[src/hw/rmle_pkg.sv]
// Purpose: Shared constants and types for the media lock and eject block
// Assumes: APB register map with 32-bit aligned words
// Notes: Status and error layouts follow the task-file bit positions
package rmle_pkg;
	// Command codes
	localparam logic [7:0] OP_EJECT  = 8'hED;
	localparam logic [7:0] OP_LOCK   = 8'hDE;
	localparam logic [7:0] OP_UNLOCK = 8'hDF;
	// Register byte offsets
	localparam logic [7:0] OFS_CMD   = 8'h00;
	localparam logic [7:0] OFS_DEVH  = 8'h04;
	localparam logic [7:0] OFS_STAT  = 8'h08;
	localparam logic [7:0] OFS_ERR   = 8'h0C;
	localparam logic [7:0] OFS_CTRL  = 8'h10;
	localparam logic [7:0] OFS_MEDIA = 8'h14;
	localparam logic [7:0] OFS_IRQS  = 8'h18;
	localparam logic [7:0] OFS_IRQM  = 8'h1C;
	// Completion state bits
	localparam int ST_BSY  = 7;
	localparam int ST_DRDY = 6;
	localparam int ST_DF   = 5;
	localparam int ST_DRQ  = 3;
	localparam int ST_ERR  = 0;
	// Error flag bits
	localparam int ER_MCR  = 3;
	localparam int ER_ABRT = 2;
	localparam int ER_NM   = 1;
	// Device select bit
	localparam int DH_DEV  = 4;
	// Control bits
	localparam int CT_NOTIFY = 0;
	localparam int CT_EJ     = 1;
	localparam int CT_LK     = 2;
	localparam int CT_UL     = 3;
	// Interrupt bits
	localparam int IQ_DONE = 0;
	localparam int IQ_BTN  = 1;
	localparam int IQ_EJ   = 2;
	// Reset and fixed values
	localparam logic [7:0] STATUS_RST  = 8'h40;
	localparam logic [7:0] STATUS_BUSY = 8'h80;
	localparam logic [7:0] ERROR_RST   = 8'h00;
	localparam logic [7:0] DEVH_RST    = 8'h00;
	localparam logic [3:0] CTRL_RST    = 4'hE;
	localparam logic [2:0] IRQM_RST    = 3'h0;
	localparam logic [31:0] RD_ZERO    = 32'h0000_0000;

	typedef enum logic [4:0] {
		ST_IDLE  = 5'b00001,
		ST_EXEC  = 5'b00010,
		ST_OPS   = 5'b00100,
		ST_SPIN  = 5'b01000,
		ST_EJECT = 5'b10000
	} rmle_state_type;
endpackage : rmle_pkg

[src/hw/rmle_pin_if.sv]
// Purpose: Synchronised pin levels passed from the synchroniser to the core
// Assumes: Single clock domain pclk
// Notes: None
`timescale 1ns/1ps
`default_nettype none
interface rmle_pin_if;
	logic present;
	logic button;
	logic fault;
	logic ops_idle;
	logic spun_down;
	modport src (output present, output button, output fault, output ops_idle,
		output spun_down);
	modport dst (input present, input button, input fault, input ops_idle,
		input spun_down);
endinterface : rmle_pin_if
`default_nettype wire

[src/hw/rmle_top.sv]
// Purpose: Media eject, lock and unlock command handling behind APB
// Assumes: 40 MHz pclk, asynchronous active-low presetn, APB slave
// Notes: Pins are synchronised before use
//
// Overview of operation
// - Decode EDh eject, DEh lock, DFh unlock
// - Media commands have no data phase
// - Good completion: BSY0 DRDY1 DF0 DRQ0 ERR0 (code copies the fault pin into DF even when ERR is 0)
// - Unsupported media command ends with ABRT
// - ABRT allowed when action cannot be done
// - No medium sets NM at completion
// - Error completion sets DRDY, DF, ERR properly
// - DEV bit kept through command and completion
// - Eject: finish ops, spin down, unlock, eject
// - Notification enabled: lock does nothing, good
// - Present and unlocked: lock sets LOCKED
// - Only one lock level is kept
// - Lock while locked with request sets MCR
// - Button while locked and idle sets MCR and ERR
// - Unlock with medium present fully unlocks
// - Pending change request ejects at unlock
//
// Design decisions made here: the APB slave port and the register offsets.
`timescale 1ns/1ps
`default_nettype none
module rmle_top
	import rmle_pkg::*;
(
	input  wire logic        pclk,
	input  wire logic        presetn,
	input  wire logic        psel,
	input  wire logic        penable,
	input  wire logic        pwrite,
	input  wire logic [7:0]  paddr,
	input  wire logic [31:0] pwdata,
	output logic      [31:0] prdata,
	output logic             pready,
	output logic             pslverr,
	input  wire logic        media_present_pin,
	input  wire logic        change_button_pin,
	input  wire logic        dev_fault_pin,
	input  wire logic        ops_idle_pin,
	input  wire logic        spun_down_pin,
	output logic             spin_down_req,
	output logic             eject_req,
	output logic             irq
);
	typedef struct packed {
		rmle_state_type st;
		logic [7:0]     op;
		logic [7:0]     dev_head;
		logic [7:0]     status;
		logic [7:0]     error;
		logic [3:0]     ctrl;
		logic           locked;
		logic           mcr_pend;
		logic           btn_d;
		logic [2:0]     irq_sts;
		logic [2:0]     irq_msk;
		logic           irq;
		logic           eject;
		logic           spin;
		logic [31:0]    prdata;
		logic           pready;
		logic           pslverr;
	} rmle_regs_type;

	rmle_pin_if pins ();

	rmle_sync u_sync (
		.pclk    (pclk),
		.presetn (presetn),
		.raw     ({spun_down_pin, ops_idle_pin, dev_fault_pin, change_button_pin,
			media_present_pin}),
		.pins    (pins.src)
	);

	rmle_regs_type r;
	rmle_regs_type n;
	logic          press;
	logic          acc;
	logic          cmd_take;

	assign press    = pins.button & ~r.btn_d;
	assign acc      = psel & penable & r.pready;
	assign cmd_take = acc & pwrite & (paddr == OFS_CMD) & r.status[ST_DRDY]
		& ~r.status[ST_BSY];

	always_comb begin
		logic       done;
		logic [7:0] errv;
		logic [2:0] set;
		logic [2:0] clr;
		done    = 1'b0;
		errv    = ERROR_RST;
		set     = 3'b000;
		clr     = 3'b000;
		n       = r;
		n.eject = 1'b0;
		n.btn_d = pins.button;
		// APB answer loaded at setup, shown in the access cycle
		n.pready  = psel & ~penable;
		n.pslverr = 1'b0;
		if (psel && !penable) begin
			n.prdata = RD_ZERO;
			case (paddr)
				OFS_CMD: begin
				end
				OFS_DEVH: n.prdata[7:0] = r.dev_head;
				OFS_STAT: n.prdata[7:0] = r.status;
				OFS_ERR: n.prdata[7:0] = r.error;
				OFS_CTRL: n.prdata[3:0] = r.ctrl;
				OFS_MEDIA: n.prdata[3:0] = {r.spin, r.mcr_pend, r.locked, pins.present};
				OFS_IRQS: n.prdata[2:0] = r.irq_sts;
				OFS_IRQM: n.prdata[2:0] = r.irq_msk;
				default: n.pslverr = 1'b1;
			endcase
		end
		if (acc && pwrite) begin
			case (paddr)
				OFS_DEVH: begin
					if (!r.status[ST_BSY]) begin
						n.dev_head = pwdata[7:0];
					end
				end
				OFS_CTRL: n.ctrl = pwdata[3:0];
				OFS_IRQM: n.irq_msk = pwdata[2:0];
				default: begin
				end
			endcase
		end
		// Only accepted while ready and not busy
		if (cmd_take) begin
			n.op     = pwdata[7:0];
			n.st     = ST_EXEC;
			n.status = STATUS_BUSY;
			n.error  = ERROR_RST;
		end
		// Read clears only the bits that were returned
		if (acc && !pwrite && paddr == OFS_IRQS) begin
			clr = r.prdata[2:0];
		end
		case (r.st)
			ST_IDLE: begin
			end
			ST_EXEC: begin
				done = 1'b1;
				case (r.op)
					OP_EJECT: begin
						if (!r.ctrl[CT_EJ]) begin
							errv[ER_ABRT] = 1'b1;
						end else if (!pins.present) begin
							errv[ER_NM] = 1'b1;
						end else begin
							done = 1'b0;
							n.st = ST_OPS;
						end
					end
					OP_LOCK: begin
						if (!r.ctrl[CT_LK]) begin
							errv[ER_ABRT] = 1'b1;
						end else if (r.ctrl[CT_NOTIFY]) begin
							errv = ERROR_RST;
						end else if (!pins.present) begin
							errv[ER_NM] = 1'b1;
						end else if (r.locked) begin
							errv[ER_MCR] = r.mcr_pend;
						end else begin
							n.locked = 1'b1;
						end
					end
					OP_UNLOCK: begin
						if (!r.ctrl[CT_UL]) begin
							errv[ER_ABRT] = 1'b1;
						end else if (r.ctrl[CT_NOTIFY]) begin
							errv = ERROR_RST;
						end else if (!pins.present) begin
							errv[ER_NM] = 1'b1;
						end else begin
							n.locked   = 1'b0;
							n.mcr_pend = 1'b0;
							if (r.mcr_pend) begin
								n.eject     = 1'b1;
								set[IQ_EJ] = 1'b1;
							end
						end
					end
					default: errv[ER_ABRT] = 1'b1;
				endcase
			end
			ST_OPS: begin
				if (pins.ops_idle) begin
					n.st   = ST_SPIN;
					n.spin = 1'b1;
				end
			end
			ST_SPIN: begin
				if (pins.spun_down) begin
					n.st   = ST_EJECT;
					n.spin = 1'b0;
				end
			end
			ST_EJECT: begin
				n.locked    = 1'b0;
				n.mcr_pend  = 1'b0;
				n.eject     = 1'b1;
				set[IQ_EJ] = 1'b1;
				done        = 1'b1;
			end
			default: n.st = ST_IDLE;
		endcase
		if (done) begin
			n.st               = ST_IDLE;
			n.error            = errv;
			n.status           = STATUS_RST;
			n.status[ST_DF]    = pins.fault;
			n.status[ST_ERR]   = |errv;
			set[IQ_DONE]       = 1'b1;
		end
		// Change request button while locked
		if (press && n.locked) begin
			n.mcr_pend  = 1'b1;
			set[IQ_BTN] = 1'b1;
			if (n.st == ST_IDLE) begin
				n.error[ER_MCR]  = 1'b1;
				n.status[ST_ERR] = 1'b1;
			end
		end
		n.irq_sts = (r.irq_sts & ~clr) | set;
		n.irq     = |(n.irq_sts & n.irq_msk);
	end

	always_ff @(posedge pclk or negedge presetn) begin
		if (!presetn) begin
			r          <= '0;
			r.st       <= ST_IDLE;
			r.status   <= STATUS_RST;
			r.error    <= ERROR_RST;
			r.dev_head <= DEVH_RST;
			r.ctrl     <= CTRL_RST;
			r.irq_msk  <= IRQM_RST;
		end else begin
			r <= n;
		end
	end

	assign prdata        = r.prdata;
	assign pready        = r.pready;
	assign pslverr       = r.pslverr;
	assign spin_down_req = r.spin;
	assign eject_req     = r.eject;
	assign irq           = r.irq;

	// Checks
	logic ex_ok;
	logic ex_lk;
	logic ex_ul;
	assign ex_ok = r.st == ST_EXEC && pins.present && !r.ctrl[CT_NOTIFY];
	assign ex_lk = ex_ok && r.op == OP_LOCK && r.ctrl[CT_LK];
	assign ex_ul = ex_ok && r.op == OP_UNLOCK && r.ctrl[CT_UL];
endmodule : rmle_top
`default_nettype wire

[src/hw/rmle_sync.sv]
// Purpose: Two-stage synchroniser for the media pins
// Assumes: Pins are asynchronous to pclk
// Notes: First stage is read only by the second stage
`timescale 1ns/1ps
`default_nettype none
module rmle_sync
	import rmle_pkg::*;
(
	input  wire logic       pclk,
	input  wire logic       presetn,
	input  wire logic [4:0] raw,
	rmle_pin_if.src         pins
);
	typedef struct packed {
		logic [4:0] s1;
		logic [4:0] s2;
	} rmle_sync_type;

	rmle_sync_type r;
	rmle_sync_type n;

	always_comb begin
		n    = r;
		n.s1 = raw;
		n.s2 = r.s1;
	end

	always_ff @(posedge pclk or negedge presetn) begin
		if (!presetn) begin
			r <= '0;
		end else begin
			r <= n;
		end
	end

	assign pins.present   = r.s2[0];
	assign pins.button    = r.s2[1];
	assign pins.fault     = r.s2[2];
	assign pins.ops_idle  = r.s2[3];
	assign pins.spun_down = r.s2[4];
endmodule : rmle_sync
`default_nettype wire

[config.mk]
export PLATFORM = sky130hd
export DESIGN_NAME = rmle_top
export DESIGN_NICKNAME = d
export VERILOG_FILES = /design/src/hw/rmle_pkg.sv /design/src/hw/rmle_pin_if.sv /design/src/hw/rmle_top.sv /design/src/hw/rmle_sync.sv
export SDC_FILE = /design/constraint.sdc
export NUM_CORES = 1
export LEC_CHECK = 0
export BUFFER_PORTS_ARGS = -buffer_cell sky130_fd_sc_hd__buf_4
export CAP_MARGIN = 10
export CORE_MARGIN = 2
export CORE_UTILIZATION = 25
export DETAILED_ROUTE_END_ITERATION = 7
export GPL_TIMING_DRIVEN = 1
export PLACE_DENSITY_LB_ADDON = 0.12
export SLEW_MARGIN = 20
export SYNTH_ARGS = -nofsm -noshare
export SYNTH_HDL_FRONTEND = slang
export SYNTH_SLANG_ARGS = --single-unit
[constraint.sdc]
create_clock -name pclk -period 2.4 [get_ports pclk]
set_clock_uncertainty 0.05 [all_clocks]
set_input_delay 0.6 -clock pclk [delete_from_list [all_inputs] [get_ports pclk]]
set_output_delay 0.6 -clock pclk [all_outputs]
set_load 0.005 [all_outputs]
[Yosys cells after proc, flatten, opt, wreduce, memory -nomap -nowiden]
Index checks and enable logic that the tools add are counted.
Storage, ports and cells
  logic and storage cells: 140
  register bits: 73
Operators by class
  multiplexer cells: 63
  reduce and logical (&&, ||, !) cells: 19
  equal/unequal tests: 22
  bitwise gates (word level): 15
Operators by type and width (count)
  1-bit two-way mux: 33
  8-bit by 5-bit == test with 1-bit output (second input constant): 4
  16-bit two-way mux: 2
  5-bit two-way mux: 6
  8-bit == test (second input constant): 3
  3-bit one-hot mux with 7 select lines: 1
  5-bit one-hot mux with 4 select lines: 1
  8-bit by 4-bit == test with 1-bit output (second input constant): 2
  8-bit OR reduction: 2
  13-bit two-way mux: 1
  4-bit one-hot mux with 3 select lines: 1
  5-bit by 1-bit == test with 1-bit output (second input constant): 2
  2-bit two-way mux: 5
  1-bit one-hot mux with 2 select lines: 5
  3-bit two-way mux: 3
  1-bit bitwise AND: 8
  8-bit by 3-bit == test with 1-bit output (second input constant): 1
  8-bit zero test: 1
  8-bit two-way mux: 1
  3-bit bitwise AND: 2
  3-bit by 2-bit inequality test with 1-bit output (second input constant): 2
  3-bit inequality test (second input constant): 2
  1-bit one-hot mux with 3 select lines: 2
  3-bit AND reduction: 2
  18 further kinds: 27

[Logic depth before layout (Yosys ltp)]
Gate-level depths: netlist of run 1.
  word-level depth: 15
  mapped depth: 7
  mapped depth without buffers: 6

[By module]
A second synthesis of run 1 with hierarchy kept.
Unflattened totals
  cell total of the unflattened synthesis: 294
  area total of the unflattened synthesis: 3099.2 um^2
By module, submodules not included
  rmle_top: cells each 284, times used 1, seq. area each 1357.6 um^2, area each 2849.0 um^2
  rmle_sync: cells each 10, times used 1, seq. area each 250.2 um^2, area each 250.2 um^2

[Least setup slack after synthesis of run 1]
Ideal clock, no wire load.
  path kind: input-to-reg
  start point: input port paddr[7]
  end point: register r (netlist bit irq)
  library setup time: 0.126 ns
  stages on the path: 6
  setup slack: 0.015 ns
  arrival: 2.209 ns
  cell sequence: or4b_4 -> nor2_4 -> and4_4 -> mux2_4 -> and2_0 -> a221o_1
RTL lines
  start, declared: line rmle_top.sv:34  | input wire logic [7:0] paddr,
  end signal, assigned: line rmle_top.sv:243  | r <= n;
  end, declared: line rmle_top.sv:78  | rmle_regs_type r;

==> results of run 1 <==
-- critical path: cells and delay by family --
kind,cells,cell delay (ps)
AND/OR/NAND/NOR,4,1090
AO/OA/AOI/OAI,1,270
multiplexers,1,310
buffers and inverters,1,110
-- power breakdown --
| group | internal (µW) | switching [µW] | leakage (µW) | total, µW |
|---|---|---|---|---|
| clock | 799 | 462 | 0.000140 | 1260 |
| combinational | 51.1 | 72.4 | 0.000866 | 124 |
| sequential | 1090 | 6.38 | 0.000822 | 1100 |
| total | 1940 | 541 | 0.00183 | 2480 |
-- state kept, by name (all words and copies together), names as in the netlist --
register,count
r,41
prdata,8
u_sync.n,5
eject_req,1
irq,1
pready,1
pslverr,1
spin_down_req,1
u_sync.pins.button,1
u_sync.pins.fault,1
u_sync.pins.ops_idle,1
u_sync.pins.present,1
u_sync.pins.spun_down,1
-- stage by stage --
stage / setup WS [ps] / utilization [%] / hold WS [ps] / instances / instance area [µm²]
finish: 175.0 / 30.94 / 295.1 / 518 / 3857
global route: 151.6 / 30.94 / 304.8 / 518 / 3857
CTS: 171.3 / 30.94 / 296.5 / 518 / 3857
detailed placement: -181.2 / 28.69 / 284.7 / 502 / 3576
global placement: -146.2 / 28.69 / 283.5 / 502 / 3576
floorplan: 15.24 / - / 254.4 / 319 / 3248
-- logic make-up (layout without fill, tap and decap cells) --
kind of cell,Yosys count,after routing,share of synthesized area (%)
AND/OR/NAND/NOR,115,115,19.67
flip-flops,64,64,50.85
XOR/XNOR,1,1,0.2771
AO/OA/AOI/OAI,46,46,10.53
other,1,24,0.1186
buffers and inverters,46,73,9.379
multiplexers,23,23,9.181
-- per-layer routing --
layer | global-route usage [%] | routed length (µm)
met1 | 17.38 | 3727
met2 | 17.95 | 3314
met3 | 2.076 | 338
met4 | 6.190 | 170
met5 | 0 | 0
-- worst min path at each step --
stage,depth (start not counted),to,start
finish,0,u_sync.pins.spun_down,u_sync.n[4]
global placement,0,u_sync.pins.ops_idle,u_sync.n[3]
CTS,0,u_sync.pins.spun_down,u_sync.n[4]
detailed placement,0,u_sync.pins.spun_down,u_sync.n[4]
global route,0,u_sync.pins.spun_down,u_sync.n[4]
floorplan,0,eject_req,presetn
-- cells in the final DEF, fill, tap and decap left out, types with 2 or more instances in the layout --
cell and n:
mux2i_1 5, nand3b_1 3, dfrtp_1 59, clkbuf_16 9
a21oi_1 9, a21o_1 3, buf_4 52, o31ai_4 2
inv_1 5, a22o_1 7, mux2_2 14, mux4_2 3
nor2_1 15, nor3_1 8, or3_1 3, clkbuf_1 3
dfstp_2 5, nand3_1 9, and2_1 3, nand2_1 45
o21ai_0 15, clkinv_2 3, nand4_1 3, nor2b_1 2
nor3b_1 3, conb_1 24, nand2b_1 6, and4_1 3
-- cell type report --
cell class,instances,area (µm²)
inverters,5,18.77
fillers,1306,8608
clock inverters,4,45.04
flip-flops and latches,64,1608
repair buffers,52,390.4
well taps,172,215.2
multi-input cells,209,1344
clock buffers,12,236.5
==> run metrics, run 1 <==
Post-Route WL=between 7 and 8 mm; ant diodes=0; ANT nets after route=0; type of origin of the critical path=input pin; share of post-route cells with drive strength above 1=just under 30%; Post-synth ARST share=100.0%; DR WL/cell=between 10 and 15 µm; Setup violations, final=0; DR pass1 iterations=4; final critical-path share of the clock period=92.71%; clock sink total=64; vias in the first global route=2,188; crit path kind=input pin to register; Commonest cells post-synth=dfrtp_1 (59), nand2_1 (45), buf_4 (32), nor2_1 (15), o21ai_0 (15); Slew @ Worst Pin=841.3 ps; synthesized area per cell=between 10 and 15 µm²; cell with the largest stage delay on the worst path=or4b_4; CTS clk-pin slew, worst paths=approximately 50 ps; Final Wtd Congestion=roughly 0.78; first-pass GRT wire length=between 10 and 15 mm; # hold bufs at CTS=0; largest cells by area after synthesis=dfrtp_1 (47%), buf_4 (7.6%), nand2_1 (5.3%), mux2_2 (5.0%), dfstp_2 (4.2%); CP endpoint=irq; register area share after synthesis=50.85%; I/O pin count=87; worst setup path start=paddr[7]; max-slew violation count=0; clk root buf=clkbuf_16; dpl hpwl=5.551 mm; num rows=just over 40; Req. time, crit path=~2600 ps; Yosys top cell area share=46.70%; CTS tree=yes; Post-Syn Instances=296; RSZ-0062 raised after global routing=false; routed vias=~2,200; EDFF count, synth=0; largest net degree at the start of global routing=between 60 and 70; Layout area overhead=22.00%; grt ovf=0; Cell variety after synth=51; total CTS buffers=9; die height=about 120 µm; clock latency on the worst-skew pair=about 330 ps; CTS Buffer Depth=2; Final Net Count=slightly below 400; die width=116.5 µm; Max Cap Viol=0; area leader, netlist=dfrtp_1; Ys Warns=0; CP Capture Type=register; Crit Reg-Reg Endpoint=r[58]; delay of the slowest critical-path stage=between 500 and 600 ps; crit path cell chain=buf_4 -> or4b_4 -> nor2_4 -> and4_4 -> mux2_4 -> and2_0 -> a221o_1; Top FF cell, synth=dfrtp_1; initial antenna violation count=0; R2R setup slack=370 ps; core box area=around 12,000 µm²; Worst Path Arrival=roughly 2400 ps; Residual DRC=0; DR iter-0 viols=slightly below 50; number of port buffers=38; status=finished, final reports clean; PwrDens=644.1 nW/µm²; CTS resizes=0; Final TNS setup=0 ps; CP max FO=3; R2R depth=7; die area=about 14,000 µm²; Seq cells post-synth=between 60 and 70; VDD IR max=between 0.15 and 0.2 mV; Tmin final=roughly 2200 ps; initial core utilization=roughly a quarter; Min-Delay Path Class=register to register; H-tree depth=3; r2r startpoint=r[64]; P_leak=0.001829 µW; Max transition margin=about 44%; Total GRT Usage=between 10 and 15%; Avg Vias per Cell=~4.3; Syn Std Cell Area=3162 µm²; Final Hold Viols=0; setup repair bufs after CTS=0; top-count cell post-synth=dfrtp_1; total power=2485 µW; fmax=between 0.4 and 0.5 GHz
(Power assumes the default switching activity.)
==> run 2, diff against run 1 <==
CORE_MARGIN = 4   (was 2)
==> run metrics, run 2 (synthesized netlist as in run 1, its figures left out) <==
DR pass1 iterations=4 (unchanged); Final Wtd Congestion=0.7383 (-5.0%); fmax=0.4614 GHz (+2.7%); number of port buffers=38 (unchanged); clock latency on the worst-skew pair=330 ps (about the same); PwrDens=700.4 nW/µm² (+8.7%); ANT nets after route=0 (unchanged); core box area=12,210 µm² (-2.0%); setup repair bufs after CTS=0 (unchanged); dpl hpwl=5.734 mm (+3.3%); clock sink total=64 (unchanged); met3 usage=2.432% (+0.36 points); Post-Route WL=7.556 mm (about the same); Avg Vias per Cell=4.400 (+2.4%); cell with the largest stage delay on the worst path=or4b_4; initial core utilization=25.89% (+0.53 points); most common cell after layout, fill and taps aside=dfrtp_1; Max Cap Viol=0 (unchanged); GR Layer Usage met1=16.05% (-1.3 points); die width=120.5 µm (+3.4%); initial antenna violation count=0 (unchanged); CP max FO=3 (unchanged); share of post-route cells with drive strength above 1=29.36% (+0.17 points); delay of the slowest critical-path stage=550 ps (about the same); die height=120.5 µm (+3.4%); Worst Path Arrival=2330 ps (-50 ps); final critical-path share of the clock period=90.31% (-2.4 points); crit path kind=input pin to register; RSZ-0062 raised after global routing=false; I/O pin count=87 (unchanged); max reg flops=41 (unchanged); grt ovf=0 (unchanged); Total GRT Usage=11.25% (-0.99 points); vias in the first global route=2,257 (+3.2%); commonest cells after routing, fill and taps aside=dfrtp_1 (59), buf_4 (49), nand2_1 (45); Layout area overhead=23.82%; routed vias=2,253 (+1.2%); max-slew violation count=0 (unchanged); GR Layer Usage met2=15.93% (-2.0 points); DR iter-0 viols=117 (+140%); status=finished, final reports clean; Slew @ Worst Pin=523.7 ps (-317.5 ps); total power=2742 µW (+10%); CTS clk-pin slew, worst paths=60 ps (about the same); Req. time, crit path=2560 ps (about the same); most flop-heavy register=r; largest net degree at the start of global routing=39 (-40%); P_leak=0.001854 µW (+1.4%); final core occ=32.06% (+1.1 points); Worst Hold Slack=188.8 ps (-106.3 ps); VDD IR max=0.3462 mV (+77%); GR peak layer=met1; CTS Buffer Depth=2 (unchanged); crit path cell chain=buf_4 -> or4b_4 -> nor2_4 -> and4_4 -> mux2_4 -> and2_0 -> a221o_1; first-pass GRT wire length=12.38 mm (+0.73%); H-tree depth=3 (unchanged); # hold bufs at CTS=0 (unchanged); Final Hold Viols=0 (unchanged); ant diodes=0 (unchanged); fillcell total=1,298 (-0.61%); type of origin of the critical path=input pin; CTS tree=yes; Setup violations, final=0 (unchanged); Residual DRC=0 (unchanged); total CTS buffers=9 (unchanged); Max transition margin=64.82% (+21 points); Tmin final=2167 ps (-57.53 ps); CP Capture Type=register; Min-Delay Path Class=input pin to async pin; CTS resizes=0 (unchanged); clk root buf=clkbuf_16; die area=14,510 µm² (+7.0%); Final Net Count=389 (-0.51%); DR WL/cell=14.76 µm (+1.2%); num rows=40 (-2.4%)
[run 2: changes by cell type in the layout (fill, tap and decap cells not counted), sizes merged]
cell / delta
buf: -2
clkbuf: -1
clkinv: -1
bufinv: +2
[run 2: critical path: cells and delay by family]
kind	cells	cell delay (ps)
AOI/OAI and AO/OA	1	250
and+or+nand+nor	4	1060
muxes	1	300
buffers and inverters	1	110
[run 2: area by class of cell]
class	count	area, µm²	share of cell area, %
flip-flops and latches	64	1608	41.07
clock buffers	11	242.7	6.200
multi-input cells	209	1344	34.32
well taps	168	210.2	5.369
inverters	5	18.77	0.4794
repair buffers	50	387.9	9.907
clock inverters	5	103.9	2.653
[run 2: final timing paths]
path / slack [ps] / endpoint / from / cells past startpoint
setup reg to reg: 390 / irq / r[84] / 5
max in group asynchronous: 1510 / r[48] / presetn / 2
min in group pclk: 300 / u_sync.pins.spun_down / u_sync.n[4] / 0
hold / removal: 190 / r[63] / presetn / 1
setup / recovery: 230 / irq / paddr[7] / 7
hold reg to reg: 300 / u_sync.pins.spun_down / u_sync.n[4] / 0
[run 2: where the power goes]
group | total [µW] | switching [µW] | internal, µW
clock network | 1520 | 475 | 1040
logic | 126 | 71.6 | 54.2
registers | 1100 | 5.89 | 1090
[run 2: metrics by stage]
stage                     setup TNS (ps)  cells  instance area, µm²  setup slack (ps)
final                                  0    512                3915             232.6
after global routing                   0    512                3915             168.6
after CTS                              0    512                3915             234.0
after detailed placement          -239.8    496                3568            -123.7
after global placement            -203.3    496                3568            -130.9
after floorplan                        0    319                3248             15.24
[run 2: per-layer routing]
layer | wire, µm | up-vias
met5 | 0 | -
met4 | 175 | 0
met3 | 276 | 13
met2 | 3347 | 53
met1 | 3758 | 1108
li1 | - | 1079
==> run 3, diff against run 2 <==
CELL_PAD_IN_SITES_DETAIL_PLACEMENT = 0   (was default)
CELL_PAD_IN_SITES_GLOBAL_PLACEMENT = 1   (was default)
CORE_UTILIZATION = 31   (was 25)
==> run metrics, run 3 (synthesized netlist as in run 1, its figures left out) <==
max-slew violation count=0 (unchanged); r2r startpoint=r[64]; die area=11,880 µm² (-18%); DR iter-0 viols=65 (-44%); status=finished, final reports clean; final critical-path share of the clock period=90.61% (+0.30 points); RSZ-0062 raised after global routing=false; fmax=0.4598 GHz (-0.33%); most common cell after layout, fill and taps aside=dfrtp_1; I/O pin count=87 (unchanged); setup repair bufs after CTS=0 (unchanged); Worst Path Arrival=2350 ps (+20 ps); DR pass1 iterations=4 (unchanged); vias in the first global route=2,297 (+1.8%); ANT nets after route=0 (unchanged); Post-Route WL=7.354 mm (-2.7%); Max Cap Viol=0 (unchanged); die width=109.0 µm (-9.5%); ant diodes=0 (unchanged); # hold bufs at CTS=0 (unchanged); CTS Buffer Depth=2 (unchanged); Min-Delay Path Class=input pin to async pin; Crit Reg-Reg Endpoint=r[58]; CTS tree=yes; Layout area overhead=19.67%; VDD IR max=0.2417 mV (-30%); most flop-heavy register=r; Total GRT Usage=13.45% (+2.2 points); total CTS buffers=9 (unchanged); grt ovf=0 (unchanged); PwrDens=624.5 nW/µm² (-11%); total power=2363 µW (-14%); core box area=9864 µm² (-19%); P_leak=0.001813 µW (-2.2%); initial antenna violation count=0 (unchanged); first-pass GRT wire length=12.17 mm (-1.7%); Setup violations, final=0 (unchanged); largest net degree at the start of global routing=35 (-10%); Avg Vias per Cell=4.605 (+4.7%); R2R depth=7 (+2); routed vias=2,206 (-2.1%); clock latency on the worst-skew pair=340 ps (about the same); type of origin of the critical path=input pin; max reg flops=41 (unchanged); Final TNS setup=0 ps (unchanged); DR WL/cell=15.35 µm (+4.0%); die height=109.0 µm (-9.5%); commonest cells after routing, fill and taps aside=dfrtp_1 (59), buf_4 (51), nand2_1 (45); CP max FO=3 (unchanged); pre-CTS setup slack=-139.5 ps (-15.79 ps); clock sink total=64 (unchanged); Final Wtd Congestion=0.8018 (+8.6%); CTS clk-pin slew, worst paths=80 ps (+20 ps); share of post-route cells with drive strength above 1=30.06% (+0.70 points); clk root buf=clkbuf_8; CP Capture Type=register; H-tree depth=3 (unchanged); number of port buffers=38 (unchanged); dpl hpwl=5.579 mm (-2.7%); Final Hold Viols=0 (unchanged); num rows=36 (-10%); Residual DRC=0 (unchanged); initial core utilization=32.05% (+6.2 points); Req. time, crit path=2570 ps (about the same); Tmin final=2175 ps (+7.193 ps); worst setup margin=225.4 ps (-7.193 ps); CTS resizes=0 (unchanged); Final Net Count=391 (+0.51%); R2R setup slack=350 ps (-40 ps); crit path kind=input pin to register
## run 3: cell types whose count changed in the layout (fill, tap and decap cells not counted)
cell,previous run,this run
buf_4,49,51
clkbuf_1,1,0
clkbuf_16,9,0
clkbuf_8,1,9
clkinv_4,1,2
clkinvlp_4,0,1
## run 3: worst max path at each step
stage	start	to	slack, ps	cells past startpoint
finish	paddr[7]	irq	230	7
global route	paddr[7]	r[58]	160	9
CTS	paddr[7]	irq	230	7
detailed placement	paddr[7]	irq	-140	7
global placement	paddr[7]	irq	-120	7
floorplan	paddr[7]	irq	20	6
## run 3: layout make-up
cell class	count	area, µm²
multi-input combinational	209	1344
sequential	64	1608
inverter	5	18.77
clock inverter	7	120.1
clock buffer	9	123.9
tap	133	166.4
timing repair buffer	52	402.9
fill	1022	6081
## run 3: per-layer routing
layer / share of wire [%] / routed length, µm / track usage (%)
met1: 51 / 3754 / 19.66
met2: 44 / 3201 / 19.56
met3: 3.9 / 285 / 2.605
met4: 1.5 / 113 / 5.140
met5: 0 / 0 / 0
## run 3: stage by stage
| step | cells | util (%) | hold WS [ps] | area, µm² |
|---|---|---|---|---|
| 2_1_floorplan | 319 | - | 254.4 | 3248 |
| 3_3_place_gp | 463 | 35.88 | 283.5 | 3540 |
| 3_5_place_dp | 463 | 35.88 | 286.3 | 3540 |
| 4_1_cts | 479 | 38.36 | 146.8 | 3784 |
| 5_1_grt | 479 | 38.36 | 166.3 | 3784 |
| 6_report | 479 | 38.36 | 136.5 | 3784 |
## run 3: power by group
group / internal [µW] / switching (µW)
Sequential: 1090 / 6.69
Clock: 691 / 449
Combinational: 54.2 / 71.0
Total: 1840 / 527
## run 3: worst max-delay path, stage by stage
cell     delay (ps)
buf_4           110
or4b_4          550
nor2_4          110
and4_4          260
mux2_4          300
and2_0          150
a221o_1         260
